--- config.mk ---
export PLATFORM = sky130hd
export DESIGN_NAME = sar_ctrl
export DESIGN_NICKNAME = d
export VERILOG_FILES = /design/src/sar_pkg.sv /design/src/sar_fifo.sv /design/src/sar_ctrl.sv
export SDC_FILE = /design/constraint.sdc
export NUM_CORES = 1
export LEC_CHECK = 0
export ABC_AREA = 0
export BUFFER_PORTS_ARGS = -buffer_cell sky130_fd_sc_hd__buf_4
export CAP_MARGIN = 20
export CORE_UTILIZATION = 58
export CTS_BUF_LIST = sky130_fd_sc_hd__clkbuf_8
export DETAILED_ROUTE_END_ITERATION = 8
export PLACE_DENSITY_LB_ADDON = 0.12
export SLEW_MARGIN = 10
export SYNTH_ARGS = -nofsm -noshare
export SYNTH_HDL_FRONTEND = slang
export SYNTH_SLANG_ARGS = --single-unit
--- constraint.sdc ---
create_clock -name clk -period 6.47 [get_ports clk]
set_input_delay 0.9705 -clock clk [delete_from_list [all_inputs] [get_ports clk]]
set_output_delay 0.9705 -clock clk [all_outputs]
set_load 0.02 [all_outputs]
--- src/sar_pkg.sv ---
// Shared constants, types and state layouts of the converter control block
package sar_pkg;
    localparam int RES_W = 12;
    localparam int FIFO_DEPTH = 8;
    localparam int CLK_NS = 25;
    localparam int STEP_NS = 400;
    localparam int STEP_CYC = (STEP_NS + CLK_NS - 1) / CLK_NS;
    localparam int BBM_NS = 50;
    localparam int BBM_CYC = (BBM_NS + CLK_NS - 1) / CLK_NS;
    localparam int PATHS = 14;
    localparam logic [3:0] ADDR_CH_LAST = 4'ha;
    localparam logic [3:0] ADDR_MID = 4'hb;
    localparam logic [3:0] ADDR_LOW = 4'hc;
    localparam logic [3:0] ADDR_HIGH = 4'hd;
    localparam logic [3:0] ADDR_PDN = 4'he;
    localparam logic [4:0] EDGE_SAMPLE = 5'h04;
    localparam logic [4:0] EDGE_LEN = 5'h06;
    localparam logic [4:0] LEN_8 = 5'h08;
    localparam logic [4:0] LEN_12 = 5'h0c;
    localparam logic [4:0] LEN_16 = 5'h10;
    localparam logic [1:0] LSEL_8 = 2'h1;
    localparam logic [1:0] LSEL_16 = 2'h3;
    localparam logic [RES_W-1:0] MSB_WEIGHT = 12'h800;
    localparam logic [7:0] STEP_INIT = 8'(STEP_CYC);
    localparam logic [7:0] BBM_INIT = 8'(BBM_CYC);

    typedef enum logic [1:0] {
        PH_IDLE,
        PH_SAMPLE,
        PH_CONV,
        PH_LATCH
    } sar_phase_e;

    // Path bits 0..10 are the channels, 11 mid, 12 low ref, 13 high ref
    typedef struct packed {
        logic [PATHS-1:0] path;
        logic closed;
    } sar_mux_s;

    typedef struct packed {
        logic [2:0] clk_s;
        logic [2:0] din_s;
        logic [2:0] csn_s;
        logic clk_f;
        logic din_f;
        logic csn_f;
        logic [4:0] edges;
        logic [5:0] shift;
        logic [1:0] len_sel;
        sar_phase_e phase;
        logic power_down;
        logic eoc;
        logic sample;
        logic [PATHS-1:0] path_want;
        sar_mux_s mux;
        logic [7:0] bbm_cnt;
        logic [7:0] step_cnt;
        logic [RES_W-1:0] bit_m;
        logic [RES_W-1:0] kept;
        logic [RES_W-1:0] trial;
    } sar_state_s;
endpackage

--- src/sar_fifo.sv ---
// Result FIFO with valid/ready on both sides
`timescale 1ns/1ps
module sar_fifo #(
    parameter int WIDTH = 12,
    parameter int DEPTH = 8
) (
    input wire logic clk,
    input wire logic rst,
    input wire logic in_valid,
    output logic in_ready,
    input wire logic [WIDTH-1:0] in_data,
    output logic out_valid,
    input wire logic out_ready,
    output logic [WIDTH-1:0] out_data
);
    import sar_pkg::*;
    localparam int PW = (DEPTH > 1) ? $clog2(DEPTH) : 1;
    localparam int CW = $clog2(DEPTH + 1);
    localparam logic [CW-1:0] FULL = CW'(DEPTH);
    localparam logic [PW-1:0] LAST = PW'(DEPTH - 1);

    typedef struct packed {
        logic [DEPTH-1:0][WIDTH-1:0] mem;
        logic [PW-1:0] wr;
        logic [PW-1:0] rd;
        logic [CW-1:0] cnt;
    } sar_fifo_s;

    sar_fifo_s q, d;
    logic push;
    logic pop;

    assign in_ready = (q.cnt != FULL);
    assign out_valid = (q.cnt != '0);
    assign out_data = q.mem[q.rd];
    assign push = in_valid && in_ready;
    assign pop = out_valid && out_ready;

    always_comb begin
        d = q;
        if (push) begin
            d.mem[q.wr] = in_data;
            d.wr = (q.wr == LAST) ? '0 : q.wr + 1'b1;
        end
        if (pop) begin
            d.rd = (q.rd == LAST) ? '0 : q.rd + 1'b1;
        end
        case ({push, pop})
            2'b10: d.cnt = q.cnt + 1'b1;
            2'b01: d.cnt = q.cnt - 1'b1;
            default: d.cnt = q.cnt;
        endcase
    end

    always_ff @(posedge clk or posedge rst) begin
        if (rst) begin
            q <= '0;
        end else begin
            q <= d;
        end
    end
endmodule

--- src/sar_ctrl.sv ---
// Input select, sample timing and successive-approximation sequencer
//
// How it works
// [RQ1] Addresses 0000..1010 close analog channel zero through analog channel ten.
// [RQ2] 1011 selects reference midpoint, 1100 lower reference, 1101 upper reference.
// [RQ3] Self-test inputs go through the same sample and convert sequence.
// [RQ4] Ideal self-test codes are 800, 000 and FFF hex.
// [RQ5] Address 1110 means power-down, never a channel choice.
// [RQ6] On a selection change the old path opens before the new closes.
// [RQ7] Sampling starts at fourth falling shift edge, runs to cycle end.
// [RQ8] Sample is frozen at the last falling shift edge of the cycle.
// [RQ9] Host treats first result after power-down exit as possibly off; the bench still checks it exactly.
// [RQ10] Exactly 12 result bits, one per step, MSB down to LSB.
// [RQ11] Comparator above drops the trial weight as 0, else keeps as 1.
// [RQ12] Input at or past a reference gives all ones or all zeros.
// [RQ13] Power-down taken at fourth falling edge; left on any other address.
// [RQ14] Done flag high while sampling, low at hold, high on result latch.
// [RQ15] Two command bits pick 8, 12 or 16 bits and the hold edge.
// [RQ16] Steps run on the internal step timer; result latched after last.
`timescale 1ns/1ps
module sar_ctrl (
    input wire logic clk,
    input wire logic rst,
    input wire logic sel_n,
    input wire logic io_clk,
    input wire logic cmd_in,
    input wire logic comp_above,
    input wire logic result_ready,
    output sar_pkg::sar_mux_s mux,
    output logic sample_closed,
    output logic power_down,
    output logic conv_done,
    output logic [sar_pkg::RES_W-1:0] trial,
    output logic result_valid,
    output logic [sar_pkg::RES_W-1:0] result_data
);
    import sar_pkg::*;

    sar_state_s q, d;
    logic [PATHS-1:0] decoded;
    logic [3:0] addr;
    logic clk_agree;
    logic fall;
    logic rise;
    logic in_cycle;
    logic [4:0] edge_next;
    logic [4:0] hold_edge;
    logic push_ready;
    logic step_tick;
    logic any_path;
    logic pdn_hit;
    logic hold_hit;
    logic pushing;

    // Path decode, one compare per multiplexer path
    assign addr = q.shift[3:0];
    for (genvar g = 0; g < PATHS; g++) begin : g_path
        assign decoded[g] = (addr == 4'(g)); // [RQ1] [RQ2]
    end

    // Edges count only once the second and third sync stages agree
    assign clk_agree = (q.clk_s[1] == q.clk_s[2]);
    assign fall = clk_agree && !q.clk_s[2] && q.clk_f;
    assign rise = clk_agree && q.clk_s[2] && !q.clk_f;
    // Shift clocks during conversion are ignored; host waits for done
    assign in_cycle = !q.csn_f && (q.phase != PH_CONV)
        && (q.phase != PH_LATCH);
    assign edge_next = q.edges + 5'h01;
    assign step_tick = (q.step_cnt == 8'h01);
    assign any_path = |q.path_want;
    assign pdn_hit = (addr == ADDR_PDN);
    // Hold needs the length bits, so never before the sixth fall
    assign hold_hit = (edge_next >= EDGE_LEN) && (edge_next == hold_edge);
    assign pushing = (q.phase == PH_LATCH);

    always_comb begin
        case (q.len_sel)
            LSEL_8: hold_edge = LEN_8; // [RQ15]
            LSEL_16: hold_edge = LEN_16; // [RQ15]
            default: hold_edge = LEN_12; // [RQ15]
        endcase
    end

    always_comb begin
        d = q;
        d.clk_s = {q.clk_s[1:0], io_clk};
        d.din_s = {q.din_s[1:0], cmd_in};
        d.csn_s = {q.csn_s[1:0], sel_n};
        if (clk_agree) begin
            d.clk_f = q.clk_s[2];
        end
        if (q.din_s[1] == q.din_s[2]) begin
            d.din_f = q.din_s[2];
        end
        if (q.csn_s[1] == q.csn_s[2]) begin
            d.csn_f = q.csn_s[2];
        end

        // Break-before-make: path stays open for the gap, then closes
        if (q.bbm_cnt != 8'h00) begin
            d.bbm_cnt = q.bbm_cnt - 8'h01;
            if (q.bbm_cnt == 8'h01) begin
                // Unlisted address has no path; input stays open
                d.mux.path = q.path_want; // [RQ6]
                d.mux.closed = any_path; // [RQ6]
                d.sample = any_path; // [RQ7]
            end
        end

        if (q.csn_f) begin
            // Deselect restarts the serial cycle and drops a pending sample
            d.edges = 5'h00;
            d.shift = 6'h00;
            if (q.phase == PH_SAMPLE) begin
                d.phase = PH_IDLE;
                d.sample = 1'b0;
                // Deselect in mid-sample opens the path too
                d.mux.closed = 1'b0;
                d.bbm_cnt = 8'h00;
            end
        end else if (in_cycle) begin
            if (rise) begin
                d.shift = {q.shift[4:0], q.din_f};
            end
            if (fall) begin
                d.edges = edge_next;
                if (edge_next == EDGE_SAMPLE) begin
                    d.mux.closed = 1'b0; // [RQ6]
                    d.sample = 1'b0;
                    if (pdn_hit) begin
                        d.power_down = 1'b1; // [RQ5] [RQ13]
                        d.mux.path = '0; // [RQ5]
                        d.phase = PH_IDLE;
                        d.bbm_cnt = 8'h00;
                    end else begin
                        d.power_down = 1'b0; // [RQ13]
                        d.path_want = decoded; // [RQ3]
                        d.phase = PH_SAMPLE; // [RQ7]
                        d.bbm_cnt = BBM_INIT; // [RQ6]
                    end
                end
                if (edge_next == EDGE_LEN) begin
                    d.len_sel = q.shift[1:0]; // [RQ15]
                end
                if (hold_hit) begin
                    // Cycle ends here; also in power-down, without a convert
                    d.edges = 5'h00;
                    if (q.phase == PH_SAMPLE) begin
                        d.sample = 1'b0; // [RQ8]
                        d.mux.closed = 1'b0;
                        d.bbm_cnt = 8'h00;
                        d.eoc = 1'b0; // [RQ14]
                        d.phase = PH_CONV;
                        d.kept = '0;
                        d.bit_m = MSB_WEIGHT; // [RQ10]
                        d.trial = MSB_WEIGHT; // [RQ11]
                        d.step_cnt = STEP_INIT; // [RQ16]
                    end
                end
            end
        end

        if (q.phase == PH_CONV) begin
            // Step timer runs on clk alone; shift clock plays no part
            if (step_tick) begin
                d.step_cnt = STEP_INIT; // [RQ16]
                // Past a reference the comparator never flips: 0 or FFF
                if (!comp_above) begin
                    d.kept = q.kept | q.bit_m; // [RQ11] [RQ12] [RQ4]
                end
                d.bit_m = q.bit_m >> 1; // [RQ10]
                d.trial = d.kept | (q.bit_m >> 1); // [RQ11]
                if (q.bit_m[0]) begin
                    d.phase = PH_LATCH; // [RQ10]
                    d.trial = '0;
                    d.step_cnt = 8'h00;
                end
            end else begin
                d.step_cnt = q.step_cnt - 8'h01;
            end
        end

        // Full FIFO stalls here, done stays low until there is room
        if (pushing && push_ready) begin
            d.phase = PH_IDLE; // [RQ16]
            d.eoc = 1'b1; // [RQ14]
        end
    end

    always_ff @(posedge clk or posedge rst) begin
        if (rst) begin
            q <= '0;
            q.clk_s <= 3'h0;
            q.csn_s <= 3'h7;
            q.csn_f <= 1'b1;
            q.phase <= PH_IDLE;
            q.power_down <= 1'b1; // [RQ13]
            q.eoc <= 1'b1; // [RQ14]
        end else begin
            q <= d;
        end
    end

    sar_fifo #(
        .WIDTH(RES_W),
        .DEPTH(FIFO_DEPTH)
    ) u_fifo (
        .clk(clk),
        .rst(rst),
        .in_valid(pushing),
        .in_ready(push_ready),
        .in_data(q.kept), // [RQ16]
        .out_valid(result_valid),
        .out_ready(result_ready),
        .out_data(result_data)
    );

    assign mux = q.mux;
    assign sample_closed = q.sample;
    assign power_down = q.power_down;
    assign conv_done = q.eoc;
    assign trial = q.trial;
endmodule

==> results.txt, run 1 <==
- Relative contribution of combinational cells to total power: 14.5%
* Most common library cell in the layout ignoring fill and taps: sky130_fd_sc_hd__dfrtp_1
- Synth async-reset ratio: 100.0%
* Effective utilization at floorplan: 59.22%
- The worst setup path is of the flip-flop to primary output kind.
- Area of the die: 0.01813 mm2
- Of all nets on the critical path, the largest fanout is 24.
* Hold/Removal Path Class: flip-flop to flip-flop
* Slew of the pin with the lowest slew margin: 1.070 ns
- The first global-routing pass estimated 33670 um of wire.
* Register clock-pin slew on the reported worst setup and hold paths: 0.06 ns
- Among all flip-flop cells after synthesis, the most frequent one is sky130_fd_sc_hd__dfrtp_1.
- Synthesis-to-layout area growth: 10.21%
* List of cells traversed by the critical path: buf_4, mux4_2, mux2_2, buf_4
- After routing, the total negative slack on setup checks comes to 0 ns.
- IO Port Bufs: 49
- The startpoint identified for the worst register-to-register timing path is q[84]$_DFF_PP0_.
- Clock insertion delay at the later pin of the skew report: 0.52 ns
- Setup repair after global routing left no endpoint under its margin.
- TritonCTS clock tree: built
- Detailed placement finished with a half-perimeter wire length of 13060 um.
- Hold Buf Count CTS: 0
- Number of distinct standard cells referenced by the synthesized netlist: 72
* All-Layer GR Usage: 23.75%
- The initial antenna violation count came to 0.
* Slew Limit Fails: 0
* Most frequent cell on the critical path: sky130_fd_sc_hd__buf_4
- Max transition margin: 28.38%
* Total number of vias: 6402
- In this run, synthesis produced a sequential element count of 215.
- Power spent charging and discharging nets: 0.8533 mW
- After detailed routing, the number of vias per cell comes to 5.879.
* Failing checks: design-rule violations
* Net count after synthesis: 853
- Startpoint of the tightest hold check path: d[106]$_DFF_PP0_
* Power density over the cells: 283.3 mW/mm2
* Fraction of layout cells with a size suffix above 1: 31.60%
- Post-CTS resize count: 0
- Post-synthesis sequential area ratio: 52.78%
- Mapped cell area: 0.01021 mm2
- In this run the remaining antenna-violating nets after routing total 0.
- In this run the count of I/O pins placed on the die edge is 50.
* H-tree levels: 2
- Switching portion of total power: 26.78%
- Entering global routing, the biggest net connects 122 pins.
- The number of global-route vias before repair is 6501.
- Synthesis warning total: 0
* Standard cell with the maximum stage delay on the critical path: sky130_fd_sc_hd__mux4_2
- Counting I/O delays and the setup requirement, the final critical path takes 3.391 ns.
- Setup violations remaining at the end of the flow were counted as 0.
- Post-route fraction of the period consumed by the critical path: 52.42%
- Final-stage net count: 868
- Post-CTS Repair Setup Buffers: 0
* Maximum achievable frequency: 0.2949 GHz
- After detailed routing, the total wire length is 20230 um.
- The library cells used most frequently in the layout, excluding fill and tap cells, are 209 x sky130_fd_sc_hd__dfrtp_1, 110 x sky130_fd_sc_hd__mux2_2, 57 x sky130_fd_sc_hd__nand2_1.
- Antenna diode count: 0
* Sink count of the clock tree: 215
- The critical path starts at u_fifo.q[4]$_DFFE_PP0P_.
- Worst Setup Start Kind: flip-flop
- Across the run, the number of max-cap violations was 0.
* Clock buffer count from CTS: 37
- The clock network accounts for 38.6% of the total power.
* Number of cell rows: 48
- The internal power of the cells totals 2.333 mW.
- After layout, the design draws a total of 3.187 mW.
- For the worst setup path, the data arrival time is 2.42 ns.
* Maximum resistive drop on vdd: 0.1741 mV
- The count of final hold-check violations is 0.
- Average size of a mapped cell: 12.37 um2
- Sequential cells account for 46.9% of the total power.
- Data on the critical path is required at its endpoint by 5.50 ns.
- In this run the horizontal extent of the chip is 134.7 um.
* Die height: 134.7 um
- # DRC: 1
- The first TritonRoute pass finished after 6 iterations.
- Synthesis produced 825 cells.
* Core footprint: 0.01724 mm2
- The total overflow left after global routing is 0.
- In this design, the stage delay of the slowest critical-path cell is 0.58 ns.
* Run status: finished, violations left
* Post-synth EDFFs: 0
- The tree is rooted in a sky130_fd_sc_hd__clkbuf_8.
* Maximum buffer depth of the clock tree: 3
- Routability-driven placement finished with a final weighted congestion of 0.8253.
- Endpoint type of the worst setup path: primary output
* Leakage power of the design: 5.549 nW
* Starting DRC count in detailed routing: 330
* Largest clock skew in the final design: 0.01082 ns
- Detail-routed net length per standard cell: 18.58 um
stage by stage:
stage               instances  utilization (%)  hold slack [ns]  instance area [um2]  worst slack (ns)
floorplan                 825                -           0.3312                10210             2.706
global placement         1024            60.61           0.3335                10450             3.521
detailed placement       1024            60.61           0.3356                10450             3.408
CTS                      1087            64.95           0.3446                11190             2.923
global route             1089            65.27           0.3523                11250             2.926
finish                   1089            65.27           0.3375                11250             3.079
power by group through the flow:
| stage | clock [mW] | sequential [mW] | combinational (mW) |
|---|---|---|---|
| CTS | 1.27 | 1.51 | 0.433 |
| finish | 1.23 | 1.49 | 0.461 |
| global placement | 0 | 1.53 | 0.412 |
| detailed placement | 0 | 1.53 | 0.431 |
| global route | 1.33 | 1.50 | 0.513 |
| floorplan | 0 | 1.47 | 0.391 |
worst paths after layout:
path | to | cells past startpoint | slack [ns]
hold / removal | d[107]$_DFF_PP0_ | 0 | 0.34
setup reg to reg | q[45]$_DFF_PP0_ | 8 | 3.37
hold reg to reg | d[107]$_DFF_PP0_ | 0 | 0.34
setup / recovery | result_data[9] | 4 | 3.08
max in group asynchronous | conv_done$_DFFE_PP1P_ | 4 | 5.01
min in group asynchronous | q[76]$_DFFE_PP0P_ | 2 | 0.44
Yosys cell counts, types with 2 or more instances:
master                      count  area share, %
sky130_fd_sc_hd__a211oi_1      10           0.74
sky130_fd_sc_hd__a21o_1         8           0.59
sky130_fd_sc_hd__a21oi_1       21            1.0
sky130_fd_sc_hd__a22o_1        10           0.86
sky130_fd_sc_hd__a311oi_1       2           0.17
sky130_fd_sc_hd__a31oi_1        2           0.12
sky130_fd_sc_hd__a32o_1         4           0.39
sky130_fd_sc_hd__and2_1         4           0.25
sky130_fd_sc_hd__and3_1         8           0.49
sky130_fd_sc_hd__buf_1          3           0.11
sky130_fd_sc_hd__buf_2         18           0.88
sky130_fd_sc_hd__buf_4         33            2.4
sky130_fd_sc_hd__buf_6          3           0.33
sky130_fd_sc_hd__clkbuf_1      22           0.81
sky130_fd_sc_hd__dfrtp_1      209             51
sky130_fd_sc_hd__dfstp_2        6            1.5
sky130_fd_sc_hd__ha_1          20            2.5
sky130_fd_sc_hd__inv_1         21           0.77
sky130_fd_sc_hd__maj3_1         2           0.20
sky130_fd_sc_hd__mux2_2       110             12
sky130_fd_sc_hd__mux2i_1       16            1.6
sky130_fd_sc_hd__mux4_2        24            5.3
sky130_fd_sc_hd__nand2_1       57            2.1
sky130_fd_sc_hd__nand2b_1       6           0.37
sky130_fd_sc_hd__nand3_1       37            1.8
sky130_fd_sc_hd__nand3b_1       2           0.15
sky130_fd_sc_hd__nand4_1        6           0.37
sky130_fd_sc_hd__nor2_1        52            1.9
sky130_fd_sc_hd__nor2_2         2           0.12
sky130_fd_sc_hd__nor3_1        12           0.59
sky130_fd_sc_hd__nor3_2         4           0.39
sky130_fd_sc_hd__nor4_1         3           0.18
sky130_fd_sc_hd__nor4_2         2           0.25
sky130_fd_sc_hd__o2111ai_1      2           0.17
sky130_fd_sc_hd__o21a_1         5           0.37
sky130_fd_sc_hd__o21ai_0       17           0.83
sky130_fd_sc_hd__o21bai_1       2           0.15
sky130_fd_sc_hd__o31ai_1       13           0.96
sky130_fd_sc_hd__or3_1          2           0.12
sky130_fd_sc_hd__xnor2_1        8           0.69
sky130_fd_sc_hd__xor2_1         5           0.43
sky130_fd_sc_hd__xor2_2         2           0.32
kinds of logic (layout without fill, tap and decap cells):
kind of cell | count (synthesis) | after routing | share of synthesized area, %
AO/OA/AOI/OAI | 107 | 107 | 7.845
AND/OR/NAND/NOR | 208 | 208 | 10.08
XOR/XNOR | 16 | 16 | 1.594
adder cells (fa/ha/maj) | 23 | 23 | 2.844
multiplexers | 152 | 152 | 19.26
flip-flops | 215 | 215 | 52.78
buffers and inverters | 104 | 143 | 5.602
metal layers:
layer	part of all wire [%]	GRT usage [%]
met1	47	33.90
met2	47	37.11
met3	4.1	4.392
met4	1.7	7.428
met5	0	0
registers in the layout, indices dropped and copies added (netlist names):
name           cells
trial             12
mux               15
q                 69
power_down         1
u_fifo.q         106
sample_closed      1
conv_done          1
addr               4
d                  6
layout make-up:
type / instances / area (um2)
clock inverter: 18 / 127.6
timing repair buffer: 57 / 480.5
inverter: 23 / 90.09
fill: 1307 / 5987
clock buffer: 45 / 619.3
multi-input combinational: 506 / 4263
tap: 225 / 281.5
sequential: 215 / 5388
worst max-delay path: cells and delay by family, from the launching register on:
family,cells,cell delay (ns)
buffers and inverters,2,0.60
DFF,1,0.43
muxes,2,0.86
(Power assumes the default switching activity.)
==> inputs of run 2 (changes only) <==
--- a/config.mk
+++ b/config.mk
@@ -5,10 +5,10 @@
 export SDC_FILE = /design/constraint.sdc
 export NUM_CORES = 1
 export LEC_CHECK = 0
-export ABC_AREA = 0
+export ABC_AREA = 1
 export BUFFER_PORTS_ARGS = -buffer_cell sky130_fd_sc_hd__buf_4
 export CAP_MARGIN = 20
-export CORE_UTILIZATION = 58
+export CORE_UTILIZATION = 60
 export CTS_BUF_LIST = sky130_fd_sc_hd__clkbuf_8
 export DETAILED_ROUTE_END_ITERATION = 8
 export PLACE_DENSITY_LB_ADDON = 0.12
==> constraint.sdc (replaced) <==
create_clock -name clk -period 3.41 [get_ports clk]
set_input_delay 0.5115 -clock clk [delete_from_list [all_inputs] [get_ports clk]]
set_output_delay 0.5115 -clock clk [all_outputs]
set_load 0.02 [all_outputs]
==> run 2 against run 1 <==
  * The flow now finishes without violations
  * Total power rose by 120%
  * Die area fell by 3.8%
  * Sequential power rose by 87%
  * Clock skew fell by 0.00082 ns
  * Global-route usage rose by 1.7 points
  * Setup slack got worse by 2.5 ns
  * Critical endpoint is now result_data[3]
  * Highest routed layer unchanged
==> results.txt, run 2 <==
- The flow ran to the end, and the final reports show no timing, DRC or antenna violations.
- CTS root buffer: sky130_fd_sc_hd__clkbuf_8
* Synthesis warning total: 0 (unchanged)
- Most area-hungry cell type in the Yosys netlist: sky130_fd_sc_hd__dfrtp_1
- Routed WL: 21230 um (+4.9%)
* Biggest register: u_fifo.q
- The share of final-layout standard cells stronger than drive strength 1 is 11.95% (-20 points).
- The number of synthesized register bits was 215 (unchanged).
- The post-synthesis area per instance was 8.448 um2 (-32%).
* RD Place Congestion: 0.8282 (+0.35%)
- The total global routing overflow came to 0 (unchanged).
- The share of total power in combinational logic came to 27.5% (+13 points).
- Worst Setup Start Kind: flip-flop
- Final instance area: 0.01124 mm2 (about the same)
- TritonCTS clock tree: built
- The row count was 47 (-2.1%).
- The residual DRC count was 0 (-1).
* Synth area leaders: sky130_fd_sc_hd__dfrtp_1 52%, sky130_fd_sc_hd__nand2_1 10%, sky130_fd_sc_hd__o21ai_0 10%, sky130_fd_sc_hd__nor2_1 4.4%, sky130_fd_sc_hd__inv_1 3.5%
- Post-synthesis instance total: 1202 (+46%)
* Most frequent cell on the critical path: sky130_fd_sc_hd__buf_4
- The global-route usage over all layers is 25.43% (+1.7 points).
- The worst IR drop on VDD came to 0.3641 mV (+110%).
* Cell count after placement: 1411 (+38%)
- Post-route fraction of the period consumed by the critical path: 83.88%
* Post-CTS resize count: 0 (unchanged)
- The pin count of the biggest net entering global routing is 163 (+34%).
- Clock buffer count from CTS: 36 (-2.7%)
- Delay-heaviest family, CP: buffers and inverters
* Hold Violations, Final: 0 (unchanged)
- Clk network pwr share: 32.1% (-6.5 points)
- Unrepaired setup endpoints after global routing: no
* Max-capacitance violation count: 0 (unchanged)
- Setup_tns: 0 ns (unchanged)
- The share of the synthesized area in the top cell type is 51.50% (+0.27 points).
- The count of TritonRoute iterations in the first routing pass came to 5 (-1).
- Max transition margin: 41.96% (+14 points)
- Walking the worst path, the cells encountered are inv_1, buf_4, o21ai_0, o22ai_1, nor2_1, a31oi_1, buf_4.
- H-tree levels: 2 (unchanged)
- The synthesized cell area came to 0.01015 mm2 (-0.51%).
* Switching portion of total power: 33.34% (+6.6 points)
- The number of buffer cells added on primary ports is 49 (unchanged).
- The buffer depth of the longest clock path was 3 (unchanged).
* Synthesis-to-layout area growth: 10.73%
- Cell Area, Placed: 0.01053 mm2 (+0.75%)
- The required time at the worst-slack endpoint was 2.90 ns (-2.60 ns).
* Number of antenna violations at the first check in global routing: 0 (unchanged)
- The critical path arrival came to 2.35 ns (-0.07 ns).
* Post-synthesis sequential area ratio: 53.06% (+0.27 points)
- The via density per instance is 5.409 (-8.0%).
- The most used flip-flop cell after synthesis is sky130_fd_sc_hd__dfrtp_1.
- The internal power summed over all cells is 4.611 mW (+98%).
- The number of enable flip-flop cells after synthesis is 0 (unchanged).
- CP Buf/Inv Count: 3 (+1)
* Slew Limit Fails: 0 (unchanged)
- The number of global-route vias before repair was 7511 (+16%).
* Number of standard cells in the final layout excluding fillers: 1475 (+35%)
- Count of nets left with antenna violations after detail routing: 0 (unchanged)
- Register clock-pin slew on the reported worst setup and hold paths: 0.06 ns (about the same)
* Max stage delay on crit path: 0.56 ns (-0.02 ns)
- Power density over the cells: 615.1 mW/mm2 (+120%)
- Slew of the pin with the lowest slew margin: 0.8707 ns (-0.1991 ns)
* Fin Hold WS: 0.1124 ns (-0.2252 ns)
- The top cell types in the final layout, fill and taps aside, are 284 x sky130_fd_sc_hd__nand2_1, 209 x sky130_fd_sc_hd__dfrtp_1, 203 x sky130_fd_sc_hd__o21ai_0.
- The number of flip-flops in the largest register was 106 (unchanged).
- Tot Pwr: 6.917 mW (+120%)
- For this run, the top clock speed supported by timing is 0.3496 GHz.
- Leakage power of the design: 5.584 nW (+0.63%)
- Leaving out fill and tap cells, the most frequent cell in the layout is sky130_fd_sc_hd__nand2_1.
* Antenna diode count: 0 (unchanged)
* Largest clock skew in the final design: 0.009997 ns (-0.0008226 ns)
* Classification of the worst setup path: flip-flop to primary output
- The overall die height came to 132.1 um (-1.9%).
* Highest net fanout along the worst path: 34 (+42%)
- The wire length of the first global-routing pass was 35960 um (+6.8%).
* Starting DRC count in detailed routing: 599 (+82%)
* Detail-routed net length per standard cell: 14.39 um (-23%)
* Clock insertion delay at the later pin of the skew report: 0.51 ns (about the same)
- Total number of vias: 7978 (+25%)
- Flop pwr share: 40.4% (-6.5 points)
- The post-detailed-placement half-perimeter wirelength is 13250 um (+1.4%).
- The net count reported at finish came to 1257 (+45%).
- After layout, the minimum clock period comes to 2.860 ns.
- sky130_fd_sc_hd__nand2_1 is the most common cell in the netlist.
- The floorplan die area is 0.01745 mm2 (-3.8%).
- The placeable core area was 0.01652 mm2 (-4.1%).
- The fraction of registers with async set/reset came to 100.0% (unchanged).
- The hold buffer count at cts came to 0 (unchanged).
* Effective utilization at floorplan: 61.45% (+2.2 points)
* I/O pin count: 50 (unchanged)
* Fill cell instance count of the final layout: 1380 (+5.6%)
- The number of endpoints failing setup at the final stage came to 0 (unchanged).
- Sink count of the clock tree: 215 (unchanged)
- Endpoint type of the worst setup path: primary output
- The die width came to 132.1 um (-1.9%).
- Net count after synthesis: 1230 (+44%)
- In this run the worst hold path is classified as primary input to flip-flop.
- On the critical path, the stage with the largest delay is an instance of sky130_fd_sc_hd__dfrtp_1.
* Post-CTS Repair Setup Buffers: 0 (unchanged)
* Leading post-synthesis cells by instance count: 284 x sky130_fd_sc_hd__nand2_1, 209 x sky130_fd_sc_hd__dfrtp_1, 203 x sky130_fd_sc_hd__o21ai_0, 119 x sky130_fd_sc_hd__nor2_1, 95 x sky130_fd_sc_hd__inv_1
* Number of distinct standard cells referenced by the synthesized netlist: 40 (-44%)
- Power spent charging and discharging nets: 2.306 mW (+170%)
==> run 2: cell count changes after synthesis, sizes merged, moves of 16 or more <==
cell | before | now
inv | 22 | 98
mux2 | 112 | 0
nor2 | 55 | 123
nand3 | 38 | 63
mux2i | 16 | 0
nand2 | 58 | 293
buf | 58 | 41
mux4 | 24 | 0
o21ai | 18 | 218
==> run 2: final timing paths <==
| path | startpoint | slack [ns] | cells past startpoint | end |
|---|---|---|---|---|
| worst max-delay path | u_fifo.q[4]$_DFFE_PP0P_ | 0.55 | 7 | result_data[3] |
| worst min-delay path | io_clk | 0.11 | 1 | d[109]$_DFF_PP0_ |
| worst max register to register | q[84]$_DFF_PP0_ | 0.80 | 10 | q[50]$_DFF_PP0_ |
| worst min register to register | d[106]$_DFF_PP0_ | 0.35 | 0 | d[107]$_DFF_PP0_ |
| max in group asynchronous | rst | 2.52 | 3 | q[38]$_DFFE_PP0P_ |
| min in group asynchronous | rst | 0.21 | 3 | u_fifo.q[44]$_DFFE_PP0P_ |
==> run 2: metal layers <==
metal | vias up | GRT usage, % | wire length, um | share of wire, %
met5 | - | 0 | 0 | 0
met4 | 0 | 8.204 | 287 | 1.4
met3 | 26 | 4.691 | 1343 | 6.3
met2 | 220 | 38.42 | 9409 | 44
met1 | 3762 | 37.43 | 10190 | 48
li1 | 3970 | - | - | -
==> run 2: area by class of cell <==
| type | count | area [um2] | share of cell area, % |
|---|---|---|---|
| Multi-Input combinational cell | 810 | 3958 | 35.20 |
| Timing Repair Buffer | 67 | 528.0 | 4.696 |
| Clock inverter | 20 | 112.6 | 1.001 |
| Inverter | 99 | 377.9 | 3.360 |
| Clock buffer | 44 | 605.6 | 5.386 |
| Tap cell | 220 | 275.3 | 2.448 |
| Sequential cell | 215 | 5388 | 47.91 |
==> run 2: metrics by stage <==
stage	setup WS [ns]	utilization, %
3_5_place_dp	0.7993	63.70
2_1_floorplan	0.1053	-
3_3_place_gp	0.9166	63.70
6_report	0.5498	68.05
4_1_cts	0.5762	68.05
5_1_grt	0.3960	68.05
==> run 2: power by group through the flow <==
stage,Combinational (mW),Clock (mW),Sequential [mW]
6_report,1.90,2.22,2.79
5_1_grt,2.12,2.39,2.81
4_1_cts,1.90,2.28,2.79
3_5_place_dp,1.89,0,2.84
3_3_place_gp,1.87,0,2.83
2_1_floorplan,1.36,0,2.80
==> run 2: kinds of logic (layout without fill, tap and decap cells) <==
family / after synthesis / after routing / synth area share, %
simple gates: 512 / 512 / 21.14
fa+ha+maj: 23 / 23 / 2.859
buf+inv: 177 / 230 / 7.972
flops: 215 / 215 / 53.06
compound gates: 259 / 259 / 13.52
xor+xnor: 16 / 16 / 1.454
==> inputs of run 3 (changes only) <==
==> constraint.sdc (replaced) <==
create_clock -name clk -period 2.9 [get_ports clk]
set_input_delay 0.435 -clock clk [delete_from_list [all_inputs] [get_ports clk]]
set_output_delay 0.435 -clock clk [all_outputs]
set_load 0.02 [all_outputs]
==> run 3 against run 2 <==
  * Sequential cell count stayed put
  * Total power is 19% higher
  * Global-route usage is 0.31 points higher
  * Register-to-register slack worse by 0.27 ns
  * Clock power is 20% higher
  * Critical path depth is 3 lower
  * Clock-buffer cell count is 1 lower
==> results.txt, run 3 (synthesis results as in run 2) <==
- The count of TritonRoute iterations in the first routing pass was 5 (unchanged).
- The critical path in this run is classified as flip-flop to primary output.
- Cell Area, Placed: 0.01059 mm2 (+0.64%)
* Maximum buffer depth of the clock tree: 3 (unchanged)
- The detail-routed net length per standard cell came to 14.71 um (+2.2%).
- Finish-stage setup viols: 0 (unchanged)
- # DRC: 0 (unchanged)
* Cells on worst reg2reg path: 13 (+3)
- The initial antenna violation count was 0 (unchanged).
* Register clock-pin slew on the reported worst setup and hold paths: 0.05 ns (about the same)
- The end-of-flow core utilization is 68.49% (+0.44 points).
- Worst Setup Start Kind: flip-flop
- The number of gates resized after CTS was 0 (unchanged).
- Antenna diode count: 0 (unchanged)
- HPWL after DPL: 13550 um (+2.3%)
* Setup_tns: 0 ns (unchanged)
- Endpoint type of the worst setup path: primary output
* Max transition margin: 42.51% (+0.56 points)
* Synthesis-to-layout area growth: 11.45%
- Clock buffer count from CTS: 37 (+2.8%)
- Power density over the cells: 727.8 mW/mm2 (+18%)
- Maximum resistive drop on vdd: 0.4141 mV (+14%)
* Post-route fraction of the period consumed by the critical path: 90.07%
- The routed wire length was 21700 um (+2.2%).
* Data required time of the worst path: 2.47 ns (-0.43 ns)
- The number of routed nets with antenna violations is 0 (unchanged).
- The top-level I/O count is 50 (unchanged).
- The run finished with clean final reports.
- Setup repair after global routing left no endpoint under its margin.
- Final instance area: 0.01132 mm2 (+0.65%)
* Clock insertion delay at the later pin of the skew report: 0.51 ns (about the same)
- Highest net fanout along the worst path: 18 (-47%)
- Starting DRC count in detailed routing: 687 (+15%)
* Total overflow reported by the global router: 0 (unchanged)
* Sequential cell area in the final layout: 0.005388 mm2 (unchanged)
- The worst hold path belongs to the class primary input to flip-flop.
- Die height: 132.1 um (unchanged)
- Hold Violations, Final: 0 (unchanged)
- The number of flip-flops in the largest register is 106 (unchanged).
* Biggest register: u_fifo.q
- The count of vias placed by the detailed router came to 7996 (+0.23%).
- The floorplan die area is 0.01745 mm2 (unchanged).
- The leakage power summed over all cells is 5.611 nW (+0.48%).
* Via count of the first global-routing pass: 7545 (+0.45%)
* Post-CTS Repair Setup Buffers: 0 (unchanged)
- The via density per instance is 5.421 (+0.23%).
- All-Layer GR Usage: 25.74% (+0.31 points)
* Largest clock skew in the final design: 0.01394 ns (+0.003943 ns)
* Width of the die: 132.1 um (unchanged)
- Fraction of layout cells with a size suffix above 1: 12.03% (+0.080 points)
- Max-capacitance violation count: 0 (unchanged)
- CTS root buffer: sky130_fd_sc_hd__clkbuf_8
* Area taken by multi-input logic gates: 0.003958 mm2 (unchanged)
- The pin slew with the least headroom to its limit is 0.8605 ns (-0.01018 ns).
- The critical path arrival is 2.18 ns (-0.17 ns).
* Highest-count cells in the layout ignoring fill and taps: 284 x sky130_fd_sc_hd__nand2_1, 209 x sky130_fd_sc_hd__dfrtp_1, 203 x sky130_fd_sc_hd__o21ai_0
* Maximum achievable frequency: 0.3828 GHz
- The placeable core area was 0.01652 mm2 (unchanged).
- The initial core utilization came to 61.45% (unchanged).
- TritonCTS clock tree: built
- Slew Limit Fails: 0 (unchanged)
- RD Place Congestion: 0.8380 (+1.2%)
- Tot Pwr: 8.237 mW (+19%)
* Sink count of the clock tree: 215 (unchanged)
* H-tree levels: 2 (unchanged)
- The hold buffer count at cts came to 1 (+1).
* Number of cell rows: 47 (unchanged)
- Tmin final: 2.612 ns
- The wire length of the first global-routing pass is 36580 um (+1.7%).
* Final-stage net count: 1263 (+0.48%)
* Fill cell instance count of the final layout: 1407 (+2.0%)
- Hold Path Depth: 1 (unchanged)
- IO Port Bufs: 49 (unchanged)
- Leaving out fill and tap cells, the most frequent cell in the layout is sky130_fd_sc_hd__nand2_1.
- Largest net degree at the start of global routing: 54 (-67%)
==> run 3: layout make-up <==
cell class              count  area share [%]
flip-flops and latches    215           47.61
multi-input cells         810           34.97
repair buffers             72           5.351
clock buffers              43           5.229
inverters                  99           3.339
well taps                 220           2.432
clock inverters            16           1.072
==> run 3: per-stage QoR <==
stage / hold slack (ns) / instances / setup WS, ns
floorplan: 0.3312 / 1202 / -0.3282
finish: 0.03009 / 1475 / 0.2879
detailed placement: 0.3362 / 1415 / 0.6249
CTS: 0.001264 / 1475 / 0.2703
global placement: 0.3315 / 1415 / 0.7136
global route: 0.007207 / 1475 / 0.1625
==> run 3: power by group <==
part	leakage [nW]	total, mW	switching, mW	internal, mW
Clock	0.406	2.66	1.15	1.51
Sequential	2.82	3.26	0.121	3.14
Combinational	2.39	2.31	1.46	0.852
==> run 3: worst max-delay path: stages (launching register included) <==
cell and delay, ns:
sky130_fd_sc_hd__dfrtp_1 0.35, sky130_fd_sc_hd__clkinv_1 0.55, sky130_fd_sc_hd__buf_4 0.41, sky130_fd_sc_hd__a31oi_1 0.18, sky130_fd_sc_hd__buf_4 0.18
==> run 3: path summary, 6_finish.rpt <==
check / start / end / slack [ns]
worst max-delay path: u_fifo.q[6]$_DFFE_PP0P_ / result_data[7] / 0.29
min in group asynchronous: rst / u_fifo.q[103]$_DFFE_PP0P_ / 0.10
worst min-delay path: cmd_in / d[106]$_DFF_PP0_ / 0.03
worst max register to register: u_fifo.q[0]$_DFFE_PP0P_ / u_fifo.q[3]$_DFFE_PP0P_ / 0.53
worst min register to register: d[106]$_DFF_PP0_ / d[107]$_DFF_PP0_ / 0.35
max in group asynchronous: rst / u_fifo.q[76]$_DFFE_PP0P_ / 2.05
==> run 3: routing by layer <==
layer	vias to the layer above	track usage, %	routed length (um)
li1	3976	-	-
met1	3778	38.84	10690
met2	215	38.54	9596
met3	27	3.922	1135
met4	0	8.010	283
met5	-	0	0
